File: src/bbc_exec_map.vh
// constants of the branch and bit-clear execution block
// assumes byte-wide memory bus, 16-bit addresses, 32-bit APB data
`ifndef BBC_EXEC_MAP_VH
`define BBC_EXEC_MAP_VH

// ------------------------------------------------------------
// APB register byte offsets
// ------------------------------------------------------------
`define BBC_OFS_CTRL     8'h00
`define BBC_OFS_PC       8'h04
`define BBC_OFS_CCR      8'h08
`define BBC_OFS_IX       8'h0c
`define BBC_OFS_IY       8'h10
`define BBC_OFS_STAT     8'h14

// ------------------------------------------------------------
// field positions
// ------------------------------------------------------------
`define BBC_CTRL_RUN     0
`define BBC_CTRL_ERR     1
`define BBC_STAT_BUSY    8
`define BBC_CCR_C        0
`define BBC_CCR_V        1
`define BBC_CCR_Z        2
`define BBC_CCR_N        3

// ------------------------------------------------------------
// reset values
// ------------------------------------------------------------
`define BBC_RST_PC       16'h0000
`define BBC_RST_CCR      8'h00
`define BBC_RST_IDX      16'h0000

// ------------------------------------------------------------
// opcodes and fixed addresses
// ------------------------------------------------------------
`define BBC_OP_CLR_DIR   8'h15
`define BBC_OP_CLR_IDX   8'h1d
`define BBC_OP_PREFIX_Y  8'h18
`define BBC_OP_BR_HI     4'h2
`define BBC_DUMMY_ADDR   16'hffff
`define BBC_PAGE_ZERO    8'h00

`endif

File: src/bbc_exec.v
// branch family and masked bit clear execution core with APB control
// assumes single-cycle memory: mem_rdata valid by the edge ending each bus cycle
//
// The APB slave port and the address map were left to the implementer.
`timescale 1ns/10ps
`include "bbc_exec_map.vh"

// Functional notes
// - opcode 24 branches when carry clear
// - opcode 25 branches when carry set
// - opcode 27 branches when zero set
// - branch: opcode, offset, dummy all-ones read
// - branches never change condition codes
// - clear memory bits selected by mask ones
// - unmasked bits written back unchanged
// - bit clear takes six, seven, eight cycles
// - full branch family opcode to condition map
module bbc_exec (
    input  wire        clock,
    input  wire        arst_n,
    input  wire        psel,
    input  wire        penable,
    input  wire        pwrite,
    input  wire [7:0]  paddr,
    input  wire [31:0] pwdata,
    output reg  [31:0] prdata,
    output wire        pready,
    output wire        pslverr,
    output reg  [15:0] mem_addr,
    input  wire [7:0]  mem_rdata,
    output reg  [7:0]  mem_wdata,
    output reg         mem_rw
);

    // ------------------------------------------------------------
    // states
    // ------------------------------------------------------------
    localparam [3:0] ST_IDLE = 4'h0;
    localparam [3:0] ST_OPC  = 4'h1;
    localparam [3:0] ST_PRE  = 4'h2;
    localparam [3:0] ST_ARG  = 4'h3;
    localparam [3:0] ST_IDX  = 4'h4;
    localparam [3:0] ST_OPR  = 4'h5;
    localparam [3:0] ST_MSK  = 4'h6;
    localparam [3:0] ST_MDM  = 4'h7;
    localparam [3:0] ST_WR   = 4'h8;
    localparam [3:0] ST_BDM  = 4'h9;

    reg  [3:0]  state_reg;
    reg  [3:0]  state_next;
    reg  [15:0] pc_reg;
    reg  [15:0] pc_next;
    reg  [15:0] ea_reg;
    reg  [15:0] ea_next;
    reg  [7:0]  condition_code_reg;
    reg  [15:0] ix_reg;
    reg  [15:0] iy_reg;
    reg  [7:0]  op_reg;
    reg  [7:0]  arg_reg;
    reg  [7:0]  opnd_reg;
    reg  [7:0]  msk_reg;
    reg         yidx_reg;
    reg         run_reg;
    reg         err_reg;
    reg         bad_op;
    reg         br_true;
    reg  [15:0] addr_next;

    wire        apb_wr   = psel & penable & pwrite;
    wire        hit      = (paddr == `BBC_OFS_CTRL) | (paddr == `BBC_OFS_PC) |
                           (paddr == `BBC_OFS_CCR) | (paddr == `BBC_OFS_IX) |
                           (paddr == `BBC_OFS_IY) | (paddr == `BBC_OFS_STAT);
    wire        flag_c   = condition_code_reg[`BBC_CCR_C];
    wire        flag_v   = condition_code_reg[`BBC_CCR_V];
    wire        flag_z   = condition_code_reg[`BBC_CCR_Z];
    wire        flag_n   = condition_code_reg[`BBC_CCR_N];
    wire        is_branch = (op_reg[7:4] == `BBC_OP_BR_HI);
    wire [15:0] rel_ext  = {{8{arg_reg[7]}}, arg_reg};
    wire        taken    = op_reg[0] ? br_true : ~br_true;

    // ------------------------------------------------------------
    // branch condition: odd opcode takes on the condition, even on its inverse
    // ------------------------------------------------------------
    always @* begin
        case (op_reg[3:1])
            3'h0:    br_true = 1'b0;
            3'h1:    br_true = flag_c | flag_z;
            3'h2:    br_true = flag_c;
            3'h3:    br_true = flag_z;
            3'h4:    br_true = flag_v;
            3'h5:    br_true = flag_n;
            3'h6:    br_true = flag_n ^ flag_v;
            default: br_true = flag_z | (flag_n ^ flag_v);
        endcase
    end

    // ------------------------------------------------------------
    // sequencer: one state per bus cycle
    // ------------------------------------------------------------
    always @* begin
        state_next = state_reg;
        pc_next    = pc_reg;
        ea_next    = ea_reg;
        bad_op     = 1'b0;
        case (state_reg)
            ST_IDLE: begin
                if (run_reg) begin
                    state_next = ST_OPC;
                end
            end
            ST_OPC: begin
                pc_next = pc_reg + 16'h0001;
                if (mem_rdata == `BBC_OP_PREFIX_Y) begin
                    state_next = ST_PRE;
                end else if (mem_rdata == `BBC_OP_CLR_DIR || mem_rdata == `BBC_OP_CLR_IDX ||
                             mem_rdata[7:4] == `BBC_OP_BR_HI) begin
                    state_next = ST_ARG;
                end else begin
                    bad_op     = 1'b1;
                    state_next = ST_IDLE;
                end
            end
            ST_PRE: begin
                pc_next = pc_reg + 16'h0001;
                if (mem_rdata == `BBC_OP_CLR_IDX) begin
                    state_next = ST_ARG;
                end else begin
                    bad_op     = 1'b1;
                    state_next = ST_IDLE;
                end
            end
            ST_ARG: begin
                pc_next = pc_reg + 16'h0001;
                if (is_branch) begin
                    state_next = ST_BDM;
                end else if (op_reg == `BBC_OP_CLR_DIR) begin
                    ea_next    = {`BBC_PAGE_ZERO, mem_rdata};
                    state_next = ST_OPR;
                end else begin
                    ea_next    = (yidx_reg ? iy_reg : ix_reg) + {8'h00, mem_rdata};
                    state_next = ST_IDX;
                end
            end
            ST_IDX:  state_next = ST_OPR;
            ST_OPR:  state_next = ST_MSK;
            ST_MSK: begin
                pc_next    = pc_reg + 16'h0001;
                state_next = ST_MDM;
            end
            ST_MDM:  state_next = ST_WR;
            ST_WR:   state_next = run_reg ? ST_OPC : ST_IDLE;
            ST_BDM: begin
                if (taken) begin
                    pc_next = pc_reg + rel_ext;
                end
                state_next = run_reg ? ST_OPC : ST_IDLE;
            end
            default: state_next = ST_IDLE;
        endcase
    end

    // address of the cycle being entered; dummy cycles read the all-ones address
    always @* begin
        case (state_next)
            ST_OPC, ST_PRE, ST_ARG, ST_MSK: addr_next = pc_next;
            ST_OPR, ST_WR:                  addr_next = ea_next;
            default:                        addr_next = `BBC_DUMMY_ADDR;
        endcase
    end

    // ------------------------------------------------------------
    // datapath and bus outputs
    // ------------------------------------------------------------
    always @(posedge clock or negedge arst_n) begin
        if (!arst_n) begin
            state_reg <= ST_IDLE;
            pc_reg    <= `BBC_RST_PC;
            ea_reg    <= 16'h0000;
            op_reg    <= 8'h00;
            arg_reg   <= 8'h00;
            opnd_reg  <= 8'h00;
            msk_reg   <= 8'h00;
            yidx_reg  <= 1'b0;
            mem_addr  <= `BBC_DUMMY_ADDR;
            mem_rw    <= 1'b1;
            mem_wdata <= 8'h00;
        end else begin
            state_reg <= state_next;
            ea_reg    <= ea_next;
            mem_addr  <= addr_next;
            mem_rw    <= (state_next != ST_WR);
            // pc is software-loadable only while the core sits idle
            if (state_reg == ST_IDLE && apb_wr && paddr == `BBC_OFS_PC) begin
                pc_reg <= pwdata[15:0];
            end else begin
                pc_reg <= pc_next;
            end
            if (state_reg == ST_OPC) begin
                op_reg   <= mem_rdata;
                yidx_reg <= (mem_rdata == `BBC_OP_PREFIX_Y);
            end
            if (state_reg == ST_ARG) begin
                arg_reg <= mem_rdata;
            end
            if (state_reg == ST_OPR) begin
                opnd_reg <= mem_rdata;
            end
            if (state_reg == ST_MSK) begin
                msk_reg <= mem_rdata;
            end
            if (state_next == ST_WR) begin
                mem_wdata <= opnd_reg & ~msk_reg;
            end
        end
    end

    // ------------------------------------------------------------
    // APB registers
    // ------------------------------------------------------------
    assign pready  = 1'b1;
    assign pslverr = psel & penable & ~hit;

    always @(posedge clock or negedge arst_n) begin
        if (!arst_n) begin
            run_reg            <= 1'b0;
            err_reg            <= 1'b0;
            condition_code_reg <= `BBC_RST_CCR;
            ix_reg             <= `BBC_RST_IDX;
            iy_reg             <= `BBC_RST_IDX;
            prdata             <= 32'h00000000;
        end else begin
            // a bad opcode stops the core; the hardware stop beats a software start
            if (bad_op) begin
                run_reg <= 1'b0;
            end else if (apb_wr && paddr == `BBC_OFS_CTRL) begin
                run_reg <= pwdata[`BBC_CTRL_RUN];
            end
            if (bad_op) begin
                err_reg <= 1'b1;
            end else if (apb_wr && paddr == `BBC_OFS_CTRL && pwdata[`BBC_CTRL_ERR]) begin
                err_reg <= 1'b0;
            end
            // the core itself never writes the flags, only software does
            if (apb_wr && paddr == `BBC_OFS_CCR) begin
                condition_code_reg <= pwdata[7:0];
            end
            if (apb_wr && paddr == `BBC_OFS_IX) begin
                ix_reg <= pwdata[15:0];
            end
            if (apb_wr && paddr == `BBC_OFS_IY) begin
                iy_reg <= pwdata[15:0];
            end
            if (psel && !penable) begin
                case (paddr)
                    `BBC_OFS_CTRL: prdata <= {30'h0, err_reg, run_reg};
                    `BBC_OFS_PC:   prdata <= {16'h0000, pc_reg};
                    `BBC_OFS_CCR:  prdata <= {24'h000000, condition_code_reg};
                    `BBC_OFS_IX:   prdata <= {16'h0000, ix_reg};
                    `BBC_OFS_IY:   prdata <= {16'h0000, iy_reg};
                    `BBC_OFS_STAT: prdata <= {23'h0, (state_reg != ST_IDLE), 4'h0, state_reg};
                    default:       prdata <= 32'h00000000;
                endcase
            end
        end
    end

endmodule

File: config.mk
export PLATFORM = sky130hd
export DESIGN_NAME = bbc_exec
export DESIGN_NICKNAME = d
export VERILOG_FILES = /design/src/bbc_exec.v
export VERILOG_INCLUDE_DIRS = /design/src
export SDC_FILE = /design/constraint.sdc
export NUM_CORES = 1
export LEC_CHECK = 0
export BUFFER_PORTS_ARGS = -buffer_cell sky130_fd_sc_hd__buf_2
export CORE_ASPECT_RATIO = 0.8
export CORE_UTILIZATION = 60
export CTS_BUF_LIST = sky130_fd_sc_hd__clkbuf_8
export DETAILED_ROUTE_END_ITERATION = 6
export PLACE_DENSITY = 0.82
export SLEW_MARGIN = 20
export SYNTH_ARGS = -nofsm -noshare
export SYNTH_HDL_FRONTEND = slang
export SYNTH_SLANG_ARGS = --single-unit
export TNS_END_PERCENT = 20
File: constraint.sdc
create_clock -name clock -period 5.3 [get_ports clock]
set_input_delay 0 -clock clock [delete_from_list [all_inputs] [get_ports clock]]
set_output_delay 0 -clock clock [all_outputs]
set_load 0.03 [all_outputs]
==> results of run 1 <==
-- stage by stage --
step           hold slack [ps]  util, %  power (mW)  cell area (µm²)
6_report                 141.0    70.07       2.703             9628
5_1_grt                  158.1    70.07       2.805             9628
4_1_cts                  116.1    69.98       2.692             9615
3_5_place_dp             124.0    65.25       1.773             8966
3_3_place_gp             114.3    65.25       1.759             8966
2_1_floorplan           -295.6        -       1.618             8592
-- cells by family after synthesis --
logic type      share of synthesized area, %
other cells                          0.08798
flops                                  44.81
fa+ha+maj                              3.987
buf+inv                                3.928
mux                                    13.12
compound gates                         17.68
xor+xnor                               2.770
simple gates                           13.62
-- how the worst max path moves through the flow --
stage | depth (start not counted) | end | start
after floorplan | 13 | mem_addr[12] | yidx_reg
after global placement | 11 | mem_addr[12] | yidx_reg
after detailed placement | 11 | mem_addr[14] | yidx_reg
after CTS | 11 | mem_addr[14] | yidx_reg
after global routing | 11 | mem_addr[10] | yidx_reg
final | 11 | mem_addr[14] | yidx_reg
-- report_power, final --
group	total [mW]	internal, mW	switching (mW)
combinational	0.476	0.191	0.285
sequential	1.31	1.21	0.101
clock	0.913	0.428	0.485
total	2.70	1.83	0.871
-- metal layers --
layer / wire length (µm) / vias to the layer above
met4: 406 / 2
met1: 10020 / 3421
met2: 9408 / 388
met3: 2295 / 49
met5: 13 / -
li1: - / 3248
-- cell usage in the layout, fill, tap and decap left out, types with 6 or more instances in the layout --
| master | n |
|---|---|
| dfrtp_1 | 135 |
| mux2_2 | 87 |
| nand2_1 | 77 |
| buf_2 | 77 |
| a21oi_1 | 64 |
| o21ai_0 | 63 |
| nor2_1 | 57 |
| dlygate4sd3_1 | 25 |
| ha_1 | 24 |
| nor3_1 | 17 |
| conb_1 | 17 |
| clkbuf_8 | 17 |
| dfstp_2 | 17 |
| nand3_1 | 14 |
| xnor2_1 | 14 |
| mux2i_1 | 14 |
| xor2_1 | 13 |
| a21o_1 | 12 |
| nand2b_1 | 12 |
| inv_1 | 10 |
| a222oi_1 | 10 |
| and3_1 | 9 |
| a221oi_1 | 8 |
| a22oi_1 | 8 |
| a31oi_1 | 7 |
| a211oi_1 | 7 |
| o31ai_1 | 7 |
| buf_4 | 6 |
-- synth_stat cells, drive strengths merged (3+ instances only) --
master  instances
a222oi         10
a21oi          64
nor4            6
o21bai          4
buf            32
nand4           3
ha             24
mux2i          14
a41oi           4
and3            9
a22o            3
o21ai          64
nor2           57
a211oi          7
nor3           19
nand3          14
nand3b          5
nor2b           6
nand2b         13
nand2          77
a22oi           9
o31ai           7
dfstp          17
a221oi          9
o21a            5
inv             9
a211o           4
nor3b           7
a21o           12
and2            4
xnor2          14
o31a            4
dfrtp         135
mux2           87
o211ai          5
xor2           13
a31oi           7
clkbuf         24
-- area by class of cell --
type	count	area, µm²
flip-flops and latches	152	3825
multi-input cells	636	4449
clock buffers	17	234.0
fillers	1014	4113
repair buffers	109	691.9
clock inverters	15	165.2
inverters	10	37.54
well taps	180	225.2
-- worst max-delay path: cells and delay by family (launching register included) --
kind	cells	cell delay, ps
flops	1	920
compound gates	6	1270
xor+xnor	1	200
simple gates	1	120
fa+ha+maj	2	680
mux	1	440
==> results.sh, run 1 <==
export IMPL_cts_tree="done"
export IMPL_io_pins=112
export IMPL_instances_no_fill=1119
export IMPL_finalWorstSetupSlack_ps=1570
export IMPL_antenna_found_initial=1
export IMPL_post_cts_setup_buffer_count=0
export IMPL_grt_pass1_wl_um=35690
export IMPL_synth_top_cell_area_share_pct=39.58
export IMPL_hold_depth=4
export IMPL_place_congestion=0.9267
export IMPL_htree_levels=4
export IMPL_synth_edf_count=0
export IMPL_hp_class="in2reg"
export IMPL_cts_resized=0
export IMPL_worstMarginPinSlew_ps=1124
export IMPL_vdd_drop_max_uv=184.6
export IMPL_worstHoldStart="paddr[2]"
export IMPL_yosys_area_top_type="dfrtp_1"
export IMPL_fin_skew_ps=16.06
export IMPL_viasPerCell=6.352
export IMPL_cts_hold_buf=25
export IMPL_slew_viol_final=0
export IMPL_min_period_ps=3730
export IMPL_dr_pass1_iters=5
export IMPL_clock_latency_ps=470
export IMPL_critical_path_class="reg2reg"
export IMPL_route_detailed_drc=0
export IMPL_grt_use_met2_pct=46.08
export IMPL_drtAntennaViolNets=0
export IMPL_drt_wl_total_um=22140
export IMPL_wl_per_cell_um=19.78
export IMPL_synthCells=839
export IMPL_clock_fmax_mhz=268.1
export IMPL_grt_total_usage_pct=32.02
export IMPL_grt_pass1_vias=6750
export IMPL_r2r_cells=11
export IMPL_drv_cap=0
export IMPL_clock_sinks=152
export IMPL_setup_tns_ps=0
export IMPL_grt_start_max_net_pins=93
export IMPL_p_leak_nw=4.444
export IMPL_grt_met1_usage_pct=46.89
export IMPL_crit_path_max_fanout=19
export IMPL_place_ws_ps=1646
export IMPL_synth_cell_type_count=71
export IMPL_dieWidth_um=135.4
export IMPL_start_kind="flip-flop"
export IMPL_synthFlopType="dfrtp_1"
export IMPL_worstPathArrival_ps=4110
export IMPL_cp_end_kind="flip-flop"
export IMPL_critPathRequiredTime_ps=5690
export IMPL_fin_nets=1005
export IMPL_rsz0062_at_grt="false"
export IMPL_rrSetupSlack_ps=1570
export IMPL_timing_rr_end="mem_addr[14]"
export IMPL_crit_slowest_cell="dfrtp_1"
export IMPL_syn_area_mm2=0.008536
export IMPL_fin_crit_sh_pct=70.37
export IMPL_die_y_um=108.7
export IMPL_path_cells="mux2_2 -> ha_1 -> fa_1 -> a21oi_1 -> o211ai_1 -> o21bai_1 -> nor2_1 -> xor2_1 -> o31ai_1 -> a21oi_1 -> o21ai_0"
export IMPL_clkTransAtPathRegs_ps=90
export IMPL_slowest_delay_ps=920
export IMPL_setup_violations=0
export IMPL_yosysWarnings=0
export IMPL_clockBufferDepth=2
export IMPL_rows=38
export IMPL_hpwl_um=15360
export IMPL_rr_startpoint="yidx_reg"
export IMPL_die_area_mm2=0.01471
export IMPL_clockRootBuffer="clkbuf_8"
export IMPL_antennaDiodeCount=0
export IMPL_ys_ff_latch=152
export IMPL_drtIter0Drc=780
export IMPL_port_buffers=78
export IMPL_crit_top_cell="a21oi_1"
export IMPL_dp_cells=1062
export IMPL_start_util_pct=62.12
export IMPL_route_vias_total=7108
export IMPL_core_area_mm2=0.01374
export IMPL_busiest_layer="met1"
export IMPL_avgSynthCellArea_um2=10.17
export IMPL_synthArstFlopShare_pct=100.0
export IMPL_hold_end="prdata[6]"
export IMPL_drive_gt1_share_pct=24.71
export IMPL_cts_inserted_buffers=17
export IMPL_slew_limit_headroom_pct=24.54
export IMPL_outcome="finished clean"
export IMPL_power_per_cell_area_mw_per_mm2=280.7
export IMPL_met3_usage_pct=8.043
export IMPL_hold_viol_final=0
export IMPL_ys_top_cells_by_area="dfrtp_1 (40%), mux2_2 (11%), dfstp_2 (5.2%), a21oi_1 (3.8%), o21ai_0 (3.7%)"
export IMPL_overflow=0
export IMPL_yosysSeqAreaShare_pct=44.81
export IMPL_area_growth_pct=12.80
(Power assumes the default switching activity.)
==> run 2, diff against run 1 <==
CORE_UTILIZATION = 54   (was 60)
PLACE_DENSITY = 0.78   (was 0.82)
clock period = 3.2 ns   (was 5.3 ns; I/O delays follow)
==> results.sh, run 2 (synthesis results as in run 1) <==
export IMPL_route_detailed_drc=0
export IMPL_netSwitchingFraction_pct=30.92
export IMPL_antennaDiodeCount=0
export IMPL_place_ws_ps=202.5
export IMPL_path_buf_inv=1
export IMPL_rsz0062_at_grt="false"
export IMPL_final_common_cell="dfrtp_1"
export IMPL_place_congestion=0.9432
export IMPL_layout_common_cells="dfrtp_1 (135), mux2_2 (87), nand2_1 (77), buf_2 (77), a21oi_1 (64)"
export IMPL_pwr_share_clk_pct=35.4
export IMPL_clockRootBuffer="clkbuf_8"
export IMPL_hold_viol_final=0
export IMPL_fin_nets=1038
export IMPL_hpwl_um=15920
export IMPL_clock_sinks=152
export IMPL_worstPathArrival_ps=3290
export IMPL_hp_class="in2reg"
export IMPL_slew_limit_headroom_pct=36.31
export IMPL_cp_top_family="compound AO/OA/AOI/OAI gates"
export IMPL_outcome="finished clean"
export IMPL_overflow=0
export IMPL_clock_fmax_mhz=340.7
export IMPL_grt_total_usage_pct=29.19
export IMPL_crit_slowest_cell="dfrtp_1"
export IMPL_fin_skew_ps=8.467
export IMPL_dr_pass1_iters=6
export IMPL_fin_util_pct=65.44
export IMPL_dp_cells=1125
export IMPL_cts_inserted_buffers=17
export IMPL_power_share_sequential_pct=46.9
export IMPL_design_area_mm2=0.009956
export IMPL_cts_tree="done"
export IMPL_fillerInstances=1195
export IMPL_start_util_pct=56.10
export IMPL_vdd_drop_max_uv=291.7
export IMPL_crit_path_max_fanout=18
export IMPL_grt_pass1_vias=6589
export IMPL_worstMarginPinSlew_ps=948.0
export IMPL_io_pins=112
export IMPL_finalWorstSetupSlack_ps=265.0
export IMPL_pwr_share_comb_pct=17.6
export IMPL_drive_gt1_share_pct=26.95
export IMPL_min_period_ps=2935
export IMPL_drv_cap=0
export IMPL_start_kind="flip-flop"
export IMPL_instances_no_fill=1182
export IMPL_area_growth_pct=16.64
export IMPL_core_area_mm2=0.01521
export IMPL_setup_tns_ps=0
export IMPL_port_buffers=78
export IMPL_htree_levels=4
export IMPL_critical_path_class="reg2reg"
export IMPL_path_cells="buf_12 -> mux2_2 -> ha_1 -> o21ai_0 -> o21ai_1 -> a21oi_1 -> nor4_1 -> xor2_1 -> o31ai_1 -> nand2_1 -> o311ai_1"
export IMPL_die_y_um=114.5
export IMPL_dieWidth_um=142.6
export IMPL_rrSetupSlack_ps=260
export IMPL_drt_wl_total_um=22050
export IMPL_dpl_instance_area_mm2=0.009259
export IMPL_fin_crit_sh_pct=91.72
export IMPL_route_vias_total=7064
export IMPL_wl_per_cell_um=18.65
export IMPL_finalPower_mw=4.617
export IMPL_power_switching_mw=1.428
export IMPL_drtIter0Drc=667
export IMPL_p_leak_nw=4.628
export IMPL_clkTransAtPathRegs_ps=90
export IMPL_power_per_cell_area_mw_per_mm2=463.8
export IMPL_p_int_mw=3.190
export IMPL_drtAntennaViolNets=0
export IMPL_rows=40
export IMPL_clockBufferDepth=2
export IMPL_slew_viol_final=0
export IMPL_post_cts_setup_buffer_count=0
export IMPL_viasPerCell=5.976
export IMPL_die_area_mm2=0.01632
export IMPL_hold_worst_slack_ps=137.2
export IMPL_clock_latency_ps=460
export IMPL_critPathRequiredTime_ps=3550
export IMPL_grt_start_max_net_pins=93
export IMPL_antenna_found_initial=0
export IMPL_grt_pass1_wl_um=35890
export IMPL_slowest_delay_ps=410
export IMPL_cp_end_kind="flip-flop"
export IMPL_setup_violations=0
==> run 2: cell types whose count changed in the layout (fill, tap and decap cells not counted), sizes merged <==
cell	before	now
buf	84	117
clkinvlp	3	0
clkbuf	17	19
inv	16	15
clkinv	4	5
bufinv	2	3
==> run 2: cell type report <==
type | count | area, µm² | area share [%]
tap | 210 | 262.8 | 2.639
clock inverter | 13 | 181.4 | 1.822
multi-input combinational | 636 | 4436 | 44.55
timing repair buffer | 142 | 952.2 | 9.564
inverter | 10 | 37.54 | 0.3770
clock buffer | 19 | 261.5 | 2.627
sequential | 152 | 3825 | 38.42
==> run 2: worst paths after layout <==
check	depth (start not counted)	end	from
setup reg to reg	11	mem_addr[15]	yidx_reg
min in group asynchronous	2	mem_wdata[6]	arst_n
setup / recovery	11	mem_addr[15]	yidx_reg
hold reg to reg	2	mem_wdata[2]	mem_wdata[2]
hold / removal	3	prdata[1]	paddr[2]
max in group asynchronous	3	mem_addr[13]	arst_n
==> run 2: layer usage <==
layer	part of all wire (%)	GRT usage (%)	up-vias
met5	0	0	-
li1	-	-	3300
met3	9.2	5.353	27
met1	47	44.73	3403
met2	43	41.86	334
met4	1.5	8.602	0
==> run 2: timing repair <==
| item | in CTS | in global routing |
|---|---|---|
| hold buffers | 25 | 0 |
| resized for setup | 0 | 2 |
| endpoints found under the hold margin | 180 | 0 |
| setup endpoints to repair | 0 | 3 |
==> run 2: tightest hold or removal path, cell delays in order <==
cell and delay [ps]:
buf_2 220, mux2_2 270, o21ai_0 60
==> run 2: power groups by stage <==
| stage | Combinational [mW] | Sequential (mW) | Clock [mW] |
|---|---|---|---|
| floorplan | 0.525 | 2.15 | 0 |
| global placement | 0.755 | 2.19 | 0 |
| detailed placement | 0.771 | 2.19 | 0 |
| CTS | 0.802 | 2.15 | 1.66 |
| global route | 0.899 | 2.18 | 1.74 |
| finish | 0.814 | 2.17 | 1.64 |
==> run 3, diff against run 2 <==
PLACE_DENSITY = not set   (was 0.78)
PLACE_DENSITY_LB_ADDON = 0.05   (was not set)
==> results.sh, run 3 (synthesis results as in run 1) <==
export IMPL_antennaDiodeCount=0
export IMPL_io_pins=112
export IMPL_post_cts_setup_buffer_count=0
export IMPL_clock_latency_ps=480
export IMPL_drtIter0Drc=645
export IMPL_critPathRequiredTime_ps=3540
export IMPL_clockRootBuffer="clkbuf_8"
export IMPL_power_per_cell_area_mw_per_mm2=460.7
export IMPL_grt_start_max_net_pins=82
export IMPL_dp_cells=1116
export IMPL_layout_common_cells="dfrtp_1 (135), mux2_2 (87), nand2_1 (77), buf_2 (77), a21oi_1 (64)"
export IMPL_wl_per_cell_um=19.63
export IMPL_worstMarginPinSlew_ps=910.7
export IMPL_place_congestion=0.8732
export IMPL_slew_viol_final=0
export IMPL_place_ws_ps=184.0
export IMPL_drtAntennaViolNets=0
export IMPL_drive_gt1_share_pct=26.27
export IMPL_cp_end_kind="flip-flop"
export IMPL_clockBufferDepth=2
export IMPL_timing_rr_end="pc_reg[14]"
export IMPL_die_y_um=114.5
export IMPL_clkTransAtPathRegs_ps=90
export IMPL_cts_inserted_buffers=17
export IMPL_grt_pass1_wl_um=36890
export IMPL_clock_fmax_mhz=334.7
export IMPL_rsz0062_at_grt="false"
export IMPL_setup_violations=0
export IMPL_hpwl_um=16740
export IMPL_fin_skew_ps=14.59
export IMPL_drt_wl_total_um=23020
export IMPL_final_common_cell="dfrtp_1"
export IMPL_route_detailed_drc=0
export IMPL_overflow=0
export IMPL_r2r_cells=10
export IMPL_core_area_mm2=0.01521
export IMPL_cts_tree="done"
export IMPL_vdd_drop_max_uv=273.7
export IMPL_htree_levels=4
export IMPL_start_util_pct=56.10
export IMPL_fin_crit_sh_pct=93.37
export IMPL_grt_total_usage_pct=30.18
export IMPL_start_kind="flip-flop"
export IMPL_clock_sinks=152
export IMPL_crit_path_max_fanout=8
export IMPL_hold_viol_final=0
export IMPL_finalPower_mw=4.544
export IMPL_slew_limit_headroom_pct=38.82
export IMPL_drv_cap=0
export IMPL_grt_pass1_vias=6827
export IMPL_antenna_found_initial=0
export IMPL_p_leak_nw=4.577
export IMPL_critical_path_class="reg2reg"
export IMPL_dr_pass1_iters=6
export IMPL_route_vias_total=7135
export IMPL_hp_class="in2async"
export IMPL_min_period_ps=2988
export IMPL_rrSetupSlack_ps=210
export IMPL_setup_tns_ps=0
export IMPL_worstPathArrival_ps=3330
export IMPL_rr_startpoint="pc_reg[0]"
export IMPL_dieWidth_um=142.6
export IMPL_port_buffers=78
export IMPL_viasPerCell=6.083
export IMPL_fin_nets=1029
export IMPL_area_growth_pct=15.55
export IMPL_outcome="finished clean"
export IMPL_finalWorstSetupSlack_ps=212.1
export IMPL_die_area_mm2=0.01632
export IMPL_instances_no_fill=1173
export IMPL_rows=40
## run 3: critical path, cell delays in order, from the launching register on
cell and delay (ps):
dfrtp_1 510, ha_1 300, fa_1 420, a21o_1 190, nand4_1 170, a311o_1 230
nand4b_1 120, o31a_1 300, xor2_1 150, a211oi_1 330, a21oi_1 120
## run 3: where the power goes
| part | leakage [nW] | internal (mW) | switching [mW] |
|---|---|---|---|
| sequential | 1.92 | 2.01 | 0.161 |
| combinational | 2.45 | 0.350 | 0.498 |
| clock | 0.208 | 0.665 | 0.862 |
| total | 4.58 | 3.02 | 1.52 |
## run 3: layout make-up
cell class              instances  area [µm²]
flip-flops and latches        152        3825
inverters                      10       37.54
well taps                     210       262.8
clock buffers                  17       234.0
repair buffers                133       884.6
fillers                      1288        5351
multi-input cells             636        4438
clock inverters                15       181.4
## run 3: worst max path at each step
stage | startpoint | end | slack, ps | cells after the start
detailed placement | pc_reg[0] | pc_reg[12] | 180 | 10
global route | yidx_reg | mem_addr[13] | 20 | 11
CTS | yidx_reg | mem_addr[15] | 140 | 11
global placement | yidx_reg | mem_addr[14] | 300 | 11
finish | pc_reg[0] | pc_reg[14] | 210 | 10
floorplan | yidx_reg | mem_addr[12] | 140 | 13
## run 3: through the flow
step                      util (%)  hold slack, ps  area (µm²)
after floorplan                  -          -295.6        8593
after global placement       60.41           72.56        9191
after detailed placement     60.41           88.18        9191
after CTS                    64.79           115.7        9857
after global routing         64.83           175.8        9863
final                        64.83           121.1        9863
## run 3: timing repair
action / CTS / global route
endpoints found under the hold margin: 172 / 0
setup endpoints to repair: 0 / 3
hold buffers: 25 / 0
resized for setup: 0 / 2
## run 3: routing by layer
metal | global-route usage, % | share of wire (%) | up-vias | routed length [µm]
met3 | 5.855 | 7.2 | 30 | 1658
met1 | 44.82 | 48 | 3523 | 11100
li1 | - | - | 3279 | -
met4 | 10.04 | 1.6 | 0 | 363
met5 | 0 | 0 | - | 0
met2 | 44.05 | 43 | 303 | 9902
